## config.mk

```make
export PLATFORM = sky130hd
export DESIGN_NAME = afr_fault_ctrl
export DESIGN_NICKNAME = d
export VERILOG_FILES = /design/src/afr_fault_flag.v /design/src/afr_fault_ctrl.v
export VERILOG_INCLUDE_DIRS = /design/src /design/src/src
export SDC_FILE = /design/constraint.sdc
export NUM_CORES = 1
export LEC_CHECK = 0
export ABC_AREA = 1
export BUFFER_PORTS_ARGS = -buffer_cell sky130_fd_sc_hd__buf_4
export CORE_UTILIZATION = 45
export CTS_BUF_LIST = sky130_fd_sc_hd__clkbuf_4 sky130_fd_sc_hd__clkbuf_8
export DETAILED_ROUTE_END_ITERATION = 6
export PLACE_DENSITY = 0.62
export SKIP_LAST_GASP = 1
export SLEW_MARGIN = 25
export SYNTH_ARGS = -nofsm -noshare
export SYNTH_HDL_FRONTEND = slang
export SYNTH_SLANG_ARGS = --single-unit
export TNS_END_PERCENT = 5
```

## constraint.sdc

```tcl
create_clock -name core_clk -period 2.25 [get_ports core_clk]
set_clock_uncertainty 0.1 [all_clocks]
set_input_delay 0.45 -clock core_clk [delete_from_list [all_inputs] [get_ports core_clk]]
set_output_delay 0.45 -clock core_clk [all_outputs]
set_load 0.03 [all_outputs]
```

## src/afr_fault_map.vh

```
// Register offsets, field positions, reset values and state codes for the
// amplifier fault-report control block. Definitions only.
`ifndef AFR_FAULT_MAP_VH
`define AFR_FAULT_MAP_VH

// ----------------------------------------
// Register offsets
// ----------------------------------------
`define AFR_OFS_PIN_CTRL_A     8'h74
`define AFR_OFS_PIN_CTRL_B     8'h75
`define AFR_OFS_MISC_CTRL      8'h76
`define AFR_OFS_FAULT_CLEAR    8'h78
`define AFR_OFS_STATUS         8'h79

// ----------------------------------------
// Reset values
// ----------------------------------------
`define AFR_RST_PIN_CTRL_A     8'h00
`define AFR_RST_PIN_CTRL_B     8'hF8
`define AFR_RST_MISC_CTRL      8'h00
`define AFR_RST_BYTE           8'h00
`define AFR_RST_BIT            1'h0

// ----------------------------------------
// Pin control A field positions
// ----------------------------------------
`define AFR_A_MASK_OVERTEMP_SHUTDOWN        7
`define AFR_A_MASK_CLK         4
`define AFR_A_MASK_UV          3
`define AFR_A_MASK_OV          2
`define AFR_A_MASK_OUTPUT_DIRECT_CURRENT          1
`define AFR_A_MASK_OVERCURRENT          0

// ----------------------------------------
// Pin control B / misc / clear positions
// ----------------------------------------
`define AFR_B_HOLD_CLK         5
`define AFR_B_HOLD_OTSD        4
`define AFR_B_HOLD_OTW         3
`define AFR_B_MASK_OVERTEMP_WARNING         2
`define AFR_M_CLK_DET_HOLD     7
`define AFR_M_OT_AUTO_REC      4
`define AFR_C_ANALOG_CLEAR     7

// ----------------------------------------
// Fault vector index (status byte layout)
// ----------------------------------------
`define AFR_NFLT               7
`define AFR_F_OC               0
`define AFR_F_DC               1
`define AFR_F_OV               2
`define AFR_F_UV               3
`define AFR_F_CLK              4
`define AFR_F_OTW              5
`define AFR_F_OTSD             6

// ----------------------------------------
// Fault flag modes
// ----------------------------------------
`define AFR_MODE_TRACK         2'h0
`define AFR_MODE_HOLD          2'h1
`define AFR_MODE_AUTOREC       2'h2

`endif

```

## src/afr_fault_flag.v

```verilog
// One fault status flag: rising-edge set, track or hold, clear command.
// Assumes condition input is synchronous to core_clk.
`timescale 1ns/1ps
`include "afr_fault_map.vh"

module afr_fault_flag
(
   input  wire       core_clk,
   input  wire       rst_b,
   input  wire       cond,
   input  wire [1:0] mode,
   input  wire       clearCmd,
   output reg        flag
);

   reg condPrev;
   reg next_flag;
   wire newEvent;

   assign newEvent = cond & ~condPrev;

   always @*
   begin
      case (mode)
         `AFR_MODE_TRACK:
         begin
            // Live condition, but a clear blanks a persisting fault
            if (newEvent)
               next_flag = 1'b1;
            else if (clearCmd | ~cond)
               next_flag = 1'b0;
            else
               next_flag = flag;
         end
         `AFR_MODE_HOLD:
         begin
            // Set wins over clear
            if (newEvent)
               next_flag = 1'b1;
            else if (clearCmd)
               next_flag = 1'b0;
            else
               next_flag = flag;
         end
         `AFR_MODE_AUTOREC:
         begin
            if (newEvent)
               next_flag = 1'b1;
            else if (clearCmd | ~cond)
               next_flag = 1'b0;
            else
               next_flag = flag;
         end
         default:
            next_flag = flag;
      endcase
   end

   always @(posedge core_clk)
   begin
      if (!rst_b)
      begin
         condPrev <= `AFR_RST_BIT;
         flag     <= `AFR_RST_BIT;
      end
      else
      begin
         condPrev <= cond;
         flag     <= next_flag;
      end
   end

endmodule

```

## src/afr_fault_ctrl.v

```verilog
// Fault-report control: masks, hold enables, clear command, fault pin.
// Assumes a simple synchronous byte register port and sync fault inputs.
`timescale 1ns/1ps
`include "afr_fault_map.vh"

module afr_fault_ctrl
(
   input  wire       core_clk,
   input  wire       rst_b,
   input  wire       regWrite,
   input  wire       regRead,
   input  wire [7:0] regAddr,
   input  wire [7:0] regWdata,
   output reg  [7:0] regRdata,
   input  wire       faultOvercurrent,
   input  wire       faultOutputDc,
   input  wire       faultSupplyOver,
   input  wire       faultSupplyUnder,
   input  wire       faultClock,
   input  wire       warnOvertemp,
   input  wire       faultOvertemp,
   input  wire       clockDetect,
   output reg        faultPinActive,
   output reg        outputHighZ,
   output reg        clockDetectStatus
);

   // ----------------------------------------
   // Control registers
   // ----------------------------------------
   reg  [7:0]             fault_pin_control_a;
   reg  [7:0]             fault_pin_control_b;
   reg  [7:0]             misc_fault_control;
   reg                    clearPulse;
   reg                    next_clockDetectStatus;
   reg                    next_faultPinActive;
   reg                    next_outputHighZ;
   reg  [7:0]             next_regRdata;

   wire [`AFR_NFLT-1:0]   condVec;
   wire [`AFR_NFLT-1:0]   flagVec;
   wire [`AFR_NFLT-1:0]   maskVec;
   wire [`AFR_NFLT*2-1:0] modeVec;
   wire                   anyReport;
   wire                   stageStop;
   wire                   wrPinCtrlA;
   wire                   wrPinCtrlB;
   wire                   wrMiscCtrl;
   wire                   wrFaultClear;

   // ----------------------------------------
   // Decode helpers
   // ----------------------------------------
   function hit;
      input [7:0] addr;
      input [7:0] ofs;
      begin
         hit = (addr == ofs);
      end
   endfunction

   function [1:0] holdMode;
      input holdEn;
      begin
         holdMode = holdEn ? `AFR_MODE_HOLD : `AFR_MODE_TRACK;
      end
   endfunction

   // ----------------------------------------
   // Write decode
   // ----------------------------------------
   assign wrPinCtrlA   = regWrite & hit(regAddr, `AFR_OFS_PIN_CTRL_A);
   assign wrPinCtrlB   = regWrite & hit(regAddr, `AFR_OFS_PIN_CTRL_B);
   assign wrMiscCtrl   = regWrite & hit(regAddr, `AFR_OFS_MISC_CTRL);
   // Clear command is a one-shot pulse; its bit never stores
   assign wrFaultClear = regWrite & hit(regAddr, `AFR_OFS_FAULT_CLEAR);

   always @(posedge core_clk)
   begin
      if (!rst_b)
      begin
         fault_pin_control_a <= `AFR_RST_PIN_CTRL_A;
         fault_pin_control_b <= `AFR_RST_PIN_CTRL_B;
         misc_fault_control  <= `AFR_RST_MISC_CTRL;
         clearPulse          <= `AFR_RST_BIT;
      end
      else
      begin
         if (wrPinCtrlA)
            fault_pin_control_a <= regWdata;
         if (wrPinCtrlB)
            fault_pin_control_b <= regWdata;
         if (wrMiscCtrl)
            misc_fault_control <= regWdata;
         clearPulse <= wrFaultClear & regWdata[`AFR_C_ANALOG_CLEAR];
      end
   end

   // ----------------------------------------
   // Fault flags
   // ----------------------------------------
   assign condVec = {faultOvertemp, warnOvertemp, faultClock, faultSupplyUnder,
                     faultSupplyOver, faultOutputDc, faultOvercurrent};

   // Supply/current faults: flagged until clear or removal
   assign modeVec[`AFR_F_OC*2 +: 2] = `AFR_MODE_AUTOREC;
   assign modeVec[`AFR_F_DC*2 +: 2] = `AFR_MODE_AUTOREC;
   assign modeVec[`AFR_F_OV*2 +: 2] = `AFR_MODE_AUTOREC;
   assign modeVec[`AFR_F_UV*2 +: 2] = `AFR_MODE_AUTOREC;
   assign modeVec[`AFR_F_CLK*2 +: 2] =
      holdMode(fault_pin_control_b[`AFR_B_HOLD_CLK]);
   assign modeVec[`AFR_F_OTW*2 +: 2] =
      holdMode(fault_pin_control_b[`AFR_B_HOLD_OTW]);
   // Auto recovery overrides the shutdown hold
   assign modeVec[`AFR_F_OTSD*2 +: 2] =
      misc_fault_control[`AFR_M_OT_AUTO_REC] ? `AFR_MODE_AUTOREC :
      holdMode(fault_pin_control_b[`AFR_B_HOLD_OTSD]);

   // One flag per fault source
   genvar gi;
   generate
      for (gi = 0; gi < `AFR_NFLT; gi = gi + 1)
      begin : gFlag
         afr_fault_flag uFlag
         (
            .core_clk (core_clk),
            .rst_b    (rst_b),
            .cond     (condVec[gi]),
            .mode     (modeVec[gi*2 +: 2]),
            .clearCmd (clearPulse),
            .flag     (flagVec[gi])
         );
      end
   endgenerate

   // ----------------------------------------
   // Fault pin masking
   // ----------------------------------------
   assign maskVec[`AFR_F_OC]   = fault_pin_control_a[`AFR_A_MASK_OVERCURRENT];
   assign maskVec[`AFR_F_DC]   = fault_pin_control_a[`AFR_A_MASK_OUTPUT_DIRECT_CURRENT];
   assign maskVec[`AFR_F_OV]   = fault_pin_control_a[`AFR_A_MASK_OV];
   assign maskVec[`AFR_F_UV]   = fault_pin_control_a[`AFR_A_MASK_UV];
   assign maskVec[`AFR_F_CLK]  = fault_pin_control_a[`AFR_A_MASK_CLK];
   assign maskVec[`AFR_F_OTW]  = fault_pin_control_b[`AFR_B_MASK_OVERTEMP_WARNING];
   assign maskVec[`AFR_F_OTSD] = fault_pin_control_a[`AFR_A_MASK_OVERTEMP_SHUTDOWN];

   assign anyReport = |(flagVec & ~maskVec);

   // Sticky detect status restarts from the live level on clear
   always @*
   begin
      if (misc_fault_control[`AFR_M_CLK_DET_HOLD])
         next_clockDetectStatus = clearPulse ? clockDetect
                                  : (clockDetectStatus | clockDetect);
      else
         next_clockDetectStatus = clockDetect;
   end

   // ----------------------------------------
   // Outputs and read port
   // ----------------------------------------
   // Power stage off while any fault other than the warning is flagged
   assign stageStop = |{flagVec[`AFR_F_OTSD], flagVec[`AFR_F_CLK], flagVec[`AFR_F_UV],
                        flagVec[`AFR_F_OV], flagVec[`AFR_F_DC], flagVec[`AFR_F_OC]};

   // Read data holds its last value between reads
   always @*
   begin
      next_faultPinActive = anyReport;
      next_outputHighZ    = stageStop;
      next_regRdata       = regRdata;
      if (regRead)
      begin
         if (hit(regAddr, `AFR_OFS_PIN_CTRL_A))
            next_regRdata = fault_pin_control_a;
         else if (hit(regAddr, `AFR_OFS_PIN_CTRL_B))
            next_regRdata = fault_pin_control_b;
         else if (hit(regAddr, `AFR_OFS_MISC_CTRL))
            next_regRdata = misc_fault_control;
         else if (hit(regAddr, `AFR_OFS_STATUS))
            next_regRdata = {1'b0, flagVec};
         else
            next_regRdata = `AFR_RST_BYTE; // Clear reg is write-only
      end
   end

   always @(posedge core_clk)
   begin
      if (!rst_b)
      begin
         faultPinActive    <= `AFR_RST_BIT;
         outputHighZ       <= `AFR_RST_BIT;
         clockDetectStatus <= `AFR_RST_BIT;
         regRdata          <= `AFR_RST_BYTE;
      end
      else
      begin
         faultPinActive    <= next_faultPinActive;
         outputHighZ       <= next_outputHighZ;
         clockDetectStatus <= next_clockDetectStatus;
         regRdata          <= next_regRdata;
      end
   end

endmodule

```

# Word-level counts from Yosys, hierarchy flattened
# Index checks and enable logic that the tools add are counted.
# op_classes
eq_ne	17
n_mux	31
bitwise_logic	36
reduce_logical	18
# op_table
operator	count
equality test 8 x 7 -> 1 bit (second input constant)	5
2-to-1 mux 8 bit	3
2-to-1 mux 1 bit	23
NOT 1 bit	14
nonzero test 2 bit	7
AND 1 bit	12
inequality test 3 x 1 -> 1 bit (second input constant)	3
inequality test 3 x 2 -> 1 bit (second input constant)	3
AND reduction 3 bit	3
bitwise OR 1 bit	8
AND 7 bit	1
2-to-1 mux 7 bit	1
NOT 7 bit	1
OR reduction 7 bit	1
logical NOT 2 bit	3
case mux 1 bit (2 select lines)	3
OR reduction 2 bit	3
OR reduction 6 bit	1
equality test 1 x 2 -> 1 bit (second input constant)	2
equality test 1 bit (second input constant)	2
equality test 2 x 1 -> 1 bit (second input constant)	1
equality test 2 bit (second input constant)	1
2-to-1 mux 2 bit	1
# totals
register_bits	50
inputBits	28
out_inout_bits	11
elab_cells	124

# Logic depth before layout (Yosys ltp)
# Gate-level depths: netlist (run 1).
# depth
depth_word	6
depth_mapped	10

# Modules after synthesis
# A second synthesis (run 1) with hierarchy kept.
# unflattened
hier_cells	322
area_unflattened_um2	2392.3
# modules_own_cells
mod	n_inst	cells_per_inst	area_each_um2	seq_area_each_um2
afr_fault_ctrl	1	231	1761.7	720.7
afr_fault_flag	7	13	90.1	40.0

# Worst setup path before layout (run 1)
# OpenSTA, ideal clock, no wires.
# synth_path
kind	input to register
from	input regAddr[0]
to	register misc_fault_control[4]
setup_time_ns	0.115
arrival_time_ns	1.228
slack_ns	0.807
path_stages	8
path_buffers	1
path_cell_list	inv_2 > nand2_4 > nor2_8 > and2_4 > buf_8 > nand2_8 > o21ai_2 > a21oi_2
# synth_between
elab_chain_cells	2
# synth_rtl
item	line	text
start, declared	afr_fault_ctrl.v:12	input wire [7:0] regAddr,
equality test 8 x 7 -> 1 bit	afr_fault_ctrl.v:58	hit = (addr == ofs);
AND 1 bit	afr_fault_ctrl.v:74	assign wrMiscCtrl = regWrite & hit(regAddr, `AFR_OFS_MISC_CTRL);
end signal, assigned	afr_fault_ctrl.v:84	misc_fault_control <= `AFR_RST_MISC_CTRL;
end signal, assigned	afr_fault_ctrl.v:94	misc_fault_control <= regWdata;
end, declared	afr_fault_ctrl.v:33	reg [7:0] misc_fault_control;
# No other way between the ends.
# A chain may end at the register's enable or synchronous reset.

# Worst setup path in the final report (run 1)
# layout_path
from	input regAddr[7]
to	register regRdata[2]
# layout_between
elab_chain_cells	5
elab_cells_between_ends	8
# layout_rtl
item	line	text
equality test 8 x 7 -> 1 bit	afr_fault_ctrl.v:58	
2-to-1 mux 7 bit	afr_fault_ctrl.v:180	else if (hit(regAddr, `AFR_OFS_STATUS))
2-to-1 mux 8 bit	afr_fault_ctrl.v:178	else if (hit(regAddr, `AFR_OFS_MISC_CTRL))
2-to-1 mux 8 bit	afr_fault_ctrl.v:176	else if (hit(regAddr, `AFR_OFS_PIN_CTRL_B))
2-to-1 mux 8 bit (*)	afr_fault_ctrl.v:174	if (hit(regAddr, `AFR_OFS_PIN_CTRL_A))
end signal, assigned	afr_fault_ctrl.v:194	regRdata <= `AFR_RST_BYTE;
end signal, assigned	afr_fault_ctrl.v:201	regRdata <= next_regRdata;
end, declared	afr_fault_ctrl.v:14	output reg [7:0] regRdata,
# Mark *: on every way between the ends. The rest lies on a longest branch, timed or not.

==> impl_metrics.yaml, run 1 <==
status:
  status: "completed"
timing:
  relSlewSlack_pct: 80.0
  min_period_ns: 1.49
  rsz0062_at_grt: "no"
  slew_viol_final: 0
  tightest_slew_ns: 0.300
  fmax_mhz: 673
  setup_viol: 0
  fin_tns_setup_ns: 0
  final_hold_viol_count: 0
  fin_ws_ns: 0.764
  period_share_pct: 66.0
floorplanning:
  die_y_um: 72.8
  initial_core_util_pct: 47.1
  row_count: 25
  die_area_mm2: 0.00530
  boundaryPins: 39
  core_area_mm2: 0.00479
  die_x_um: 72.8
clocking:
  cts_buffers: 5
  insertion_delay_ns: 0.31
  cts_tree: "done"
  cts_hold_buf: 0
  clock-sinks: 50
  clk_pin_slew_worst_paths_ns: 0.10
  cts_root_buf: "clkbuf_8"
  cts_repair_resize_count: 0
  cts_setup_buffers: 0
  htree_levels: 2
  cts_buffer_depth: 2
yosys:
  yosysSeqAreaShare_pct: 44.4
  syn_avg_cell_area_um2: 7.49
  ys_ff_latch: 50
  netlist_area_mm2: 0.00225
  syn-num-nets: 329
  yosys_warnings: 0
  synth_cell_types: 35
  netlist_instances: 301
layout:
  final_layout_size_suffix_gt1_share_pct: 20.6
  layout.cells.non_filler: 407
  fill_cells: 490
  multiInputGateArea_mm2: 0.00100
  nNetsFinal: 367
  register_area_mm2: 0.00100
  diodes: 0
  area_growth_pct: 19.0
place:
  dp_hpwl_um: 4070
  io_buffers: 38
  pre_cts_ws_ns: 0.466
  placed_cells: 399
  place_congestion: 0.813
power_and_ir_drop:
  p_leak_nw: 1.21
  vdd.ir_drop.worst_mv: 0.335
  p_per_area_mw_per_mm2: 621
critical_path:
  crit_chain: "buf_4 -> inv_1 -> nand2_1 -> nor2_4 -> buf_4 -> buf_4 -> o2111ai_1 -> nand2_1 -> nand2_1 -> a21oi_1"
  path_buf_inv: 4
  crit_required_ns: 2.39
  end_kind: "register"
  startpoint_type: "primary input"
  worstSetupPathType: "primary input to register"
  cpMaxStageDelayCell: "buf_4"
  worstPathArrival_ns: 1.63
  r2r_setup_slack_ns: 1.19
  cp_num_cells: 10
  slowest_delay_ns: 0.24
  r2r-start: "gFlag[3].uFlag.flag$_SDFFE_PN0P_"
  path_max_fanout: 21
  r2r_cells: 4
  crit_family: "buffers and inverters"
  reg2reg_to: "outputHighZ$_SDFF_PN0_"
grt:
  grt_usage_pct: 23.8
  grt_overflow: 0
  grt_max_degree: 27
  use_met1_pct: 29.6
  grt.met3_usage_pct: 5.11
  grt_pass1_wl_um: 9360
  busiest_layer: "met2"
  use_met2_pct: 40.3
  grt_pass1_vias: 1990
  antenna_found_initial: 0
min_path:
  hold_end: "gFlag[0].uFlag.condPrev$_SDFF_PN0_"
  hp-start: "faultOvercurrent"
  whs_path_depth: 3
  min_path_type: "primary input to register"
route:
  totalWireLength_um: 5720
  drt_iter0_drc: 140
  postRouteAntennaNets: 0
  firstDrtPassIters: 4
  viasPerCell: 5.16
  wire_per_inst_um: 14.1
  drc_errors: 0
  vias: 2102
run:
  cap_violations: 0
-- per-layer routing --
| layer | wire length, um | share of wire [%] |
|---|---|---|
| met4 | 109 | 1.9 |
| met5 | 0 | 0 |
| met2 | 2740 | 48 |
| met3 | 249 | 4.4 |
| met1 | 2620 | 46 |
-- sequential cells by signal (all words and copies together) (netlist names) --
| signal | flops |
|---|---|
| fault_pin_control_a | 8 |
| outputHighZ | 1 |
| clearPulse | 1 |
| fault_pin_control_b | 8 |
| misc_fault_control | 8 |
| gFlag.uFlag.flag | 7 |
| clockDetectStatus | 1 |
| faultPinActive | 1 |
| regRdata | 8 |
| gFlag.uFlag.condPrev | 7 |
-- worst min-delay path: cells and delay by family --
| kind | cells | cell delay (ns) |
|---|---|---|
| buffers and inverters | 2 | 0.12 |
| and+or+nand+nor | 1 | 0.05 |
-- worst max path at each step --
stage / slack, ns / to / startpoint
floorplan: 0.81 / misc_fault_control[4]$_SDFFE_PN0P_ / regAddr[0]
global placement: 0.47 / fault_pin_control_b[0]$_SDFFE_PN0P_ / regAddr[1]
detailed placement: 0.47 / fault_pin_control_a[2]$_SDFFE_PN0P_ / regAddr[7]
CTS: 0.79 / regRdata[2]$_SDFFE_PN0P_ / regAddr[7]
global route: 0.61 / regRdata[2]$_SDFFE_PN0P_ / regAddr[7]
finish: 0.76 / regRdata[2]$_SDFFE_PN0P_ / regAddr[7]
-- power breakdown --
group / leakage [nW] / switching (mW) / internal, mW
registers: 0.408 / 0.0141 / 0.907
clock network: 0.0478 / 0.320 / 0.254
logic: 0.751 / 0.106 / 0.0674
total: 1.21 / 0.439 / 1.23
-- through the flow --
| step | hold slack, ns | power, mW | util [%] | instance area (um2) |
|---|---|---|---|---|
| 2_1_floorplan | 0.286 | 1.03 | - | 2250 |
| 3_3_place_gp | 0.290 | 1.11 | 54.0 | 2580 |
| 3_5_place_dp | 0.298 | 1.11 | 54.0 | 2580 |
| 4_1_cts | 0.226 | 1.68 | 56.1 | 2680 |
| 5_1_grt | 0.230 | 1.73 | 56.1 | 2680 |
| 6_report | 0.231 | 1.67 | 56.1 | 2680 |
-- cells in the final DEF (no fill, tap or decap), types with 2 or more instances in the layout --
cell type | synthesis | final
inv_1 | 41 | 41
o2111ai_1 | 7 | 7
dfxtp_1 | 50 | 50
o21ai_2 | 2 | 2
inv_2 | 3 | 3
nand2_4 | 2 | 2
nor2_2 | 3 | 3
buf_4 | 1 | 43
a21oi_1 | 30 | 30
nor2_1 | 4 | 4
o211ai_1 | 2 | 2
clkbuf_8 | 1 | 6
nand2_2 | 2 | 2
o21ai_0 | 10 | 10
nand2_1 | 80 | 80
nand4_1 | 8 | 8
o22ai_1 | 3 | 3
nand3_1 | 29 | 29
-- synthesized netlist by cell type, drive strengths merged --
| cell type | count | area (um2) |
|---|---|---|
| a21oi | 31 | 159 |
| clkinv | 2 | 8.75 |
| nor2 | 9 | 65.1 |
| clkbuf | 4 | 25.0 |
| o21ai | 13 | 72.6 |
| o2111ai | 7 | 61.3 |
| o22ai | 3 | 18.8 |
| nor3 | 1 | 5.00 |
| o211ai | 2 | 15.0 |
| a41oi | 1 | 8.76 |
| o31ai | 1 | 7.51 |
| nand3 | 29 | 145 |
| a32o | 1 | 10.0 |
| dfxtp | 50 | 1000 |
| inv | 44 | 165 |
| buf | 8 | 51.3 |
| nand4 | 9 | 71.3 |
| nand2 | 85 | 355 |
| and2 | 1 | 8.76 |
-- logic make-up (layout without fill, tap and decap cells) --
| group | count (synthesis) | in the layout | synth area share (%) |
|---|---|---|---|
| AOI/OAI and AO/OA | 59 | 59 | 15.6 |
| DFF | 50 | 50 | 44.4 |
| and+or+nand+nor | 134 | 134 | 28.9 |
| buffers and inverters | 58 | 97 | 11.1 |
-- layout make-up --
class                           count  share of cell area [%]
Timing Repair Buffer               43                    12.0
Multi-Input combinational cell    193                    37.4
Clock inverter                      2                   0.606
Sequential cell                    50                    37.3
Clock buffer                        6                    3.08
Tap cell                           67                    3.12
Inverter                           46                    6.48
No activity file was read; power rests on OpenSTA's default activity.
==> inputs of run 2 (changes only) <==
Clock period 2.25 ns to 1.5 ns, I/O delays scaled along.
==> impl_metrics.yaml, run 2 (synthesis results as in run 1) <==
grt:
  grt_max_degree: 19
  grt_usage_pct: 23.9
  antenna_found_initial: 0
  grt_pass1_vias: 1876
  grt_overflow: 0
  grt_pass1_wl_um: 9400
critical_path:
  crit_required_ns: 1.64
  r2r_setup_slack_ns: 0.45
  end_kind: "register"
  r2r_cells: 4
  r2r-start: "gFlag[2].uFlag.flag$_SDFFE_PN0P_"
  worstPathArrival_ns: 1.41
  worstSetupPathType: "primary input to register"
  path_max_fanout: 9
  reg2reg_to: "outputHighZ$_SDFF_PN0_"
  startpoint_type: "primary input"
clocking:
  cts_setup_buffers: 0
  cts_root_buf: "clkbuf_8"
  clk_pin_slew_worst_paths_ns: 0.10
  htree_levels: 2
  clock-sinks: 50
  cts_buffers: 5
  cts_repair_resize_count: 0
  cts_buffer_depth: 2
  cts_hold_buf: 0
  insertion_delay_ns: 0.31
  cts_tree: "done"
place:
  dp_hpwl_um: 4430
  io_buffers: 38
  placed_cells: 405
  place_congestion: 0.845
layout:
  final_cell_mix: "nand2_1 (80), dfxtp_1 (50), buf_4 (47), inv_1 (41), a21oi_1 (30)"
  diodes: 0
  fill_cells: 479
  nNetsFinal: 373
  final_layout_size_suffix_gt1_share_pct: 22.0
  area_growth_pct: 23.1
  multiInputGateArea_mm2: 0.00100
  register_area_mm2: 0.00100
  mostFrequentLayoutCell: "nand2_1"
  final_core_util_pct: 58.0
  layout.cells.non_filler: 413
power_and_ir_drop:
  p_per_area_mw_per_mm2: 971
  p_leak_nw: 1.26
  clkPwrFrac_pct: 38.3
  total_power_mw: 2.70
  power.internal_mw: 2.03
  p_sw_uw: 669
  vdd.ir_drop.worst_mv: 0.776
  switching_share_pct: 24.8
  pwr-share-seq_pct: 51.3
  comb_power_share_pct: 10.4
timing:
  period_share_pct: 84.8
  fmax_mhz: 786
  relSlewSlack_pct: 79.6
  holdWs_ns: 0.0818
  slew_viol_final: 0
  tightest_slew_ns: 0.305
  setup_viol: 0
  rsz0062_at_grt: "no"
  final_hold_viol_count: 0
  min_period_ns: 1.27
status:
  status: "completed"
route:
  drc_errors: 0
  totalWireLength_um: 5920
  wire_per_inst_um: 14.3
  firstDrtPassIters: 4
  postRouteAntennaNets: 0
  vias: 2107
  viasPerCell: 5.10
  drt_iter0_drc: 101
run:
  cap_violations: 0
floorplanning:
  boundaryPins: 39
  die_x_um: 72.8
  die_y_um: 72.8
  core_area_mm2: 0.00479
  initial_core_util_pct: 47.1
  row_count: 25
  die_area_mm2: 0.00530
min_path:
  min_path_type: "primary input to register"
  hold_end: "gFlag[1].uFlag.condPrev$_SDFF_PN0_"
  whs_path_depth: 3
  hp-start: "faultOutputDc"
==> run 2: layer usage <==
layer  share of wire [%]  wire length, um  vias up  GRT usage [%]
met5                   0                0        -              0
met4                 1.4               80        0           6.97
met2                  46             2710       49           39.3
met3                 4.7              281        8           3.87
li1                    -                -     1075              -
met1                  48             2850      975           32.2
==> run 2: area by class of cell <==
| type | instances | share of cell area, % |
|---|---|---|
| multi-input cells | 193 | 36.1 |
| flip-flops and latches | 50 | 36.1 |
| repair buffers | 49 | 14.2 |
| inverters | 46 | 6.26 |
| well taps | 67 | 3.02 |
| clock buffers | 6 | 2.97 |
| clock inverters | 2 | 1.40 |
==> run 2: power groups by stage <==
stage / clock (mW) / combinational (mW) / sequential (mW)
2_1_floorplan: 0 / 0.125 / 1.42
3_3_place_gp: 0 / 0.277 / 1.41
3_5_place_dp: 0 / 0.280 / 1.41
4_1_cts: 1.05 / 0.280 / 1.38
5_1_grt: 1.09 / 0.307 / 1.38
6_report: 1.03 / 0.281 / 1.38
==> run 2: worst max path at each step <==
stage,from,to,cells after the start
2_1_floorplan,regAddr[0],misc_fault_control[4]$_SDFFE_PN0P_,8
3_3_place_gp,regAddr[7],fault_pin_control_b[0]$_SDFFE_PN0P_,10
3_5_place_dp,regAddr[7],fault_pin_control_b[2]$_SDFFE_PN0P_,10
4_1_cts,regAddr[7],fault_pin_control_b[2]$_SDFFE_PN0P_,10
5_1_grt,regAddr[7],fault_pin_control_b[1]$_SDFFE_PN0P_,10
6_report,regAddr[7],fault_pin_control_b[2]$_SDFFE_PN0P_,10
==> run 2: metrics by stage <==
stage	TNS (ns)	setup slack (ns)	area [um2]
finish	0	0.228	2780
global route	0	0.122	2780
CTS	0	0.230	2780
detailed placement	-0.763	-0.105	2660
global placement	-0.400	-0.0949	2660
floorplan	0	0.207	2250
==> run 2: worst max-delay path, cell delays in order <==
cell,delay [ns]
buf_4,0.11
inv_1,0.04
nand2_1,0.07
nor2_4,0.14
nand3_1,0.12
nor2_2,0.13
nand2_2,0.16
clkinv_2,0.16
nand2_1,0.07
a21oi_1,0.12
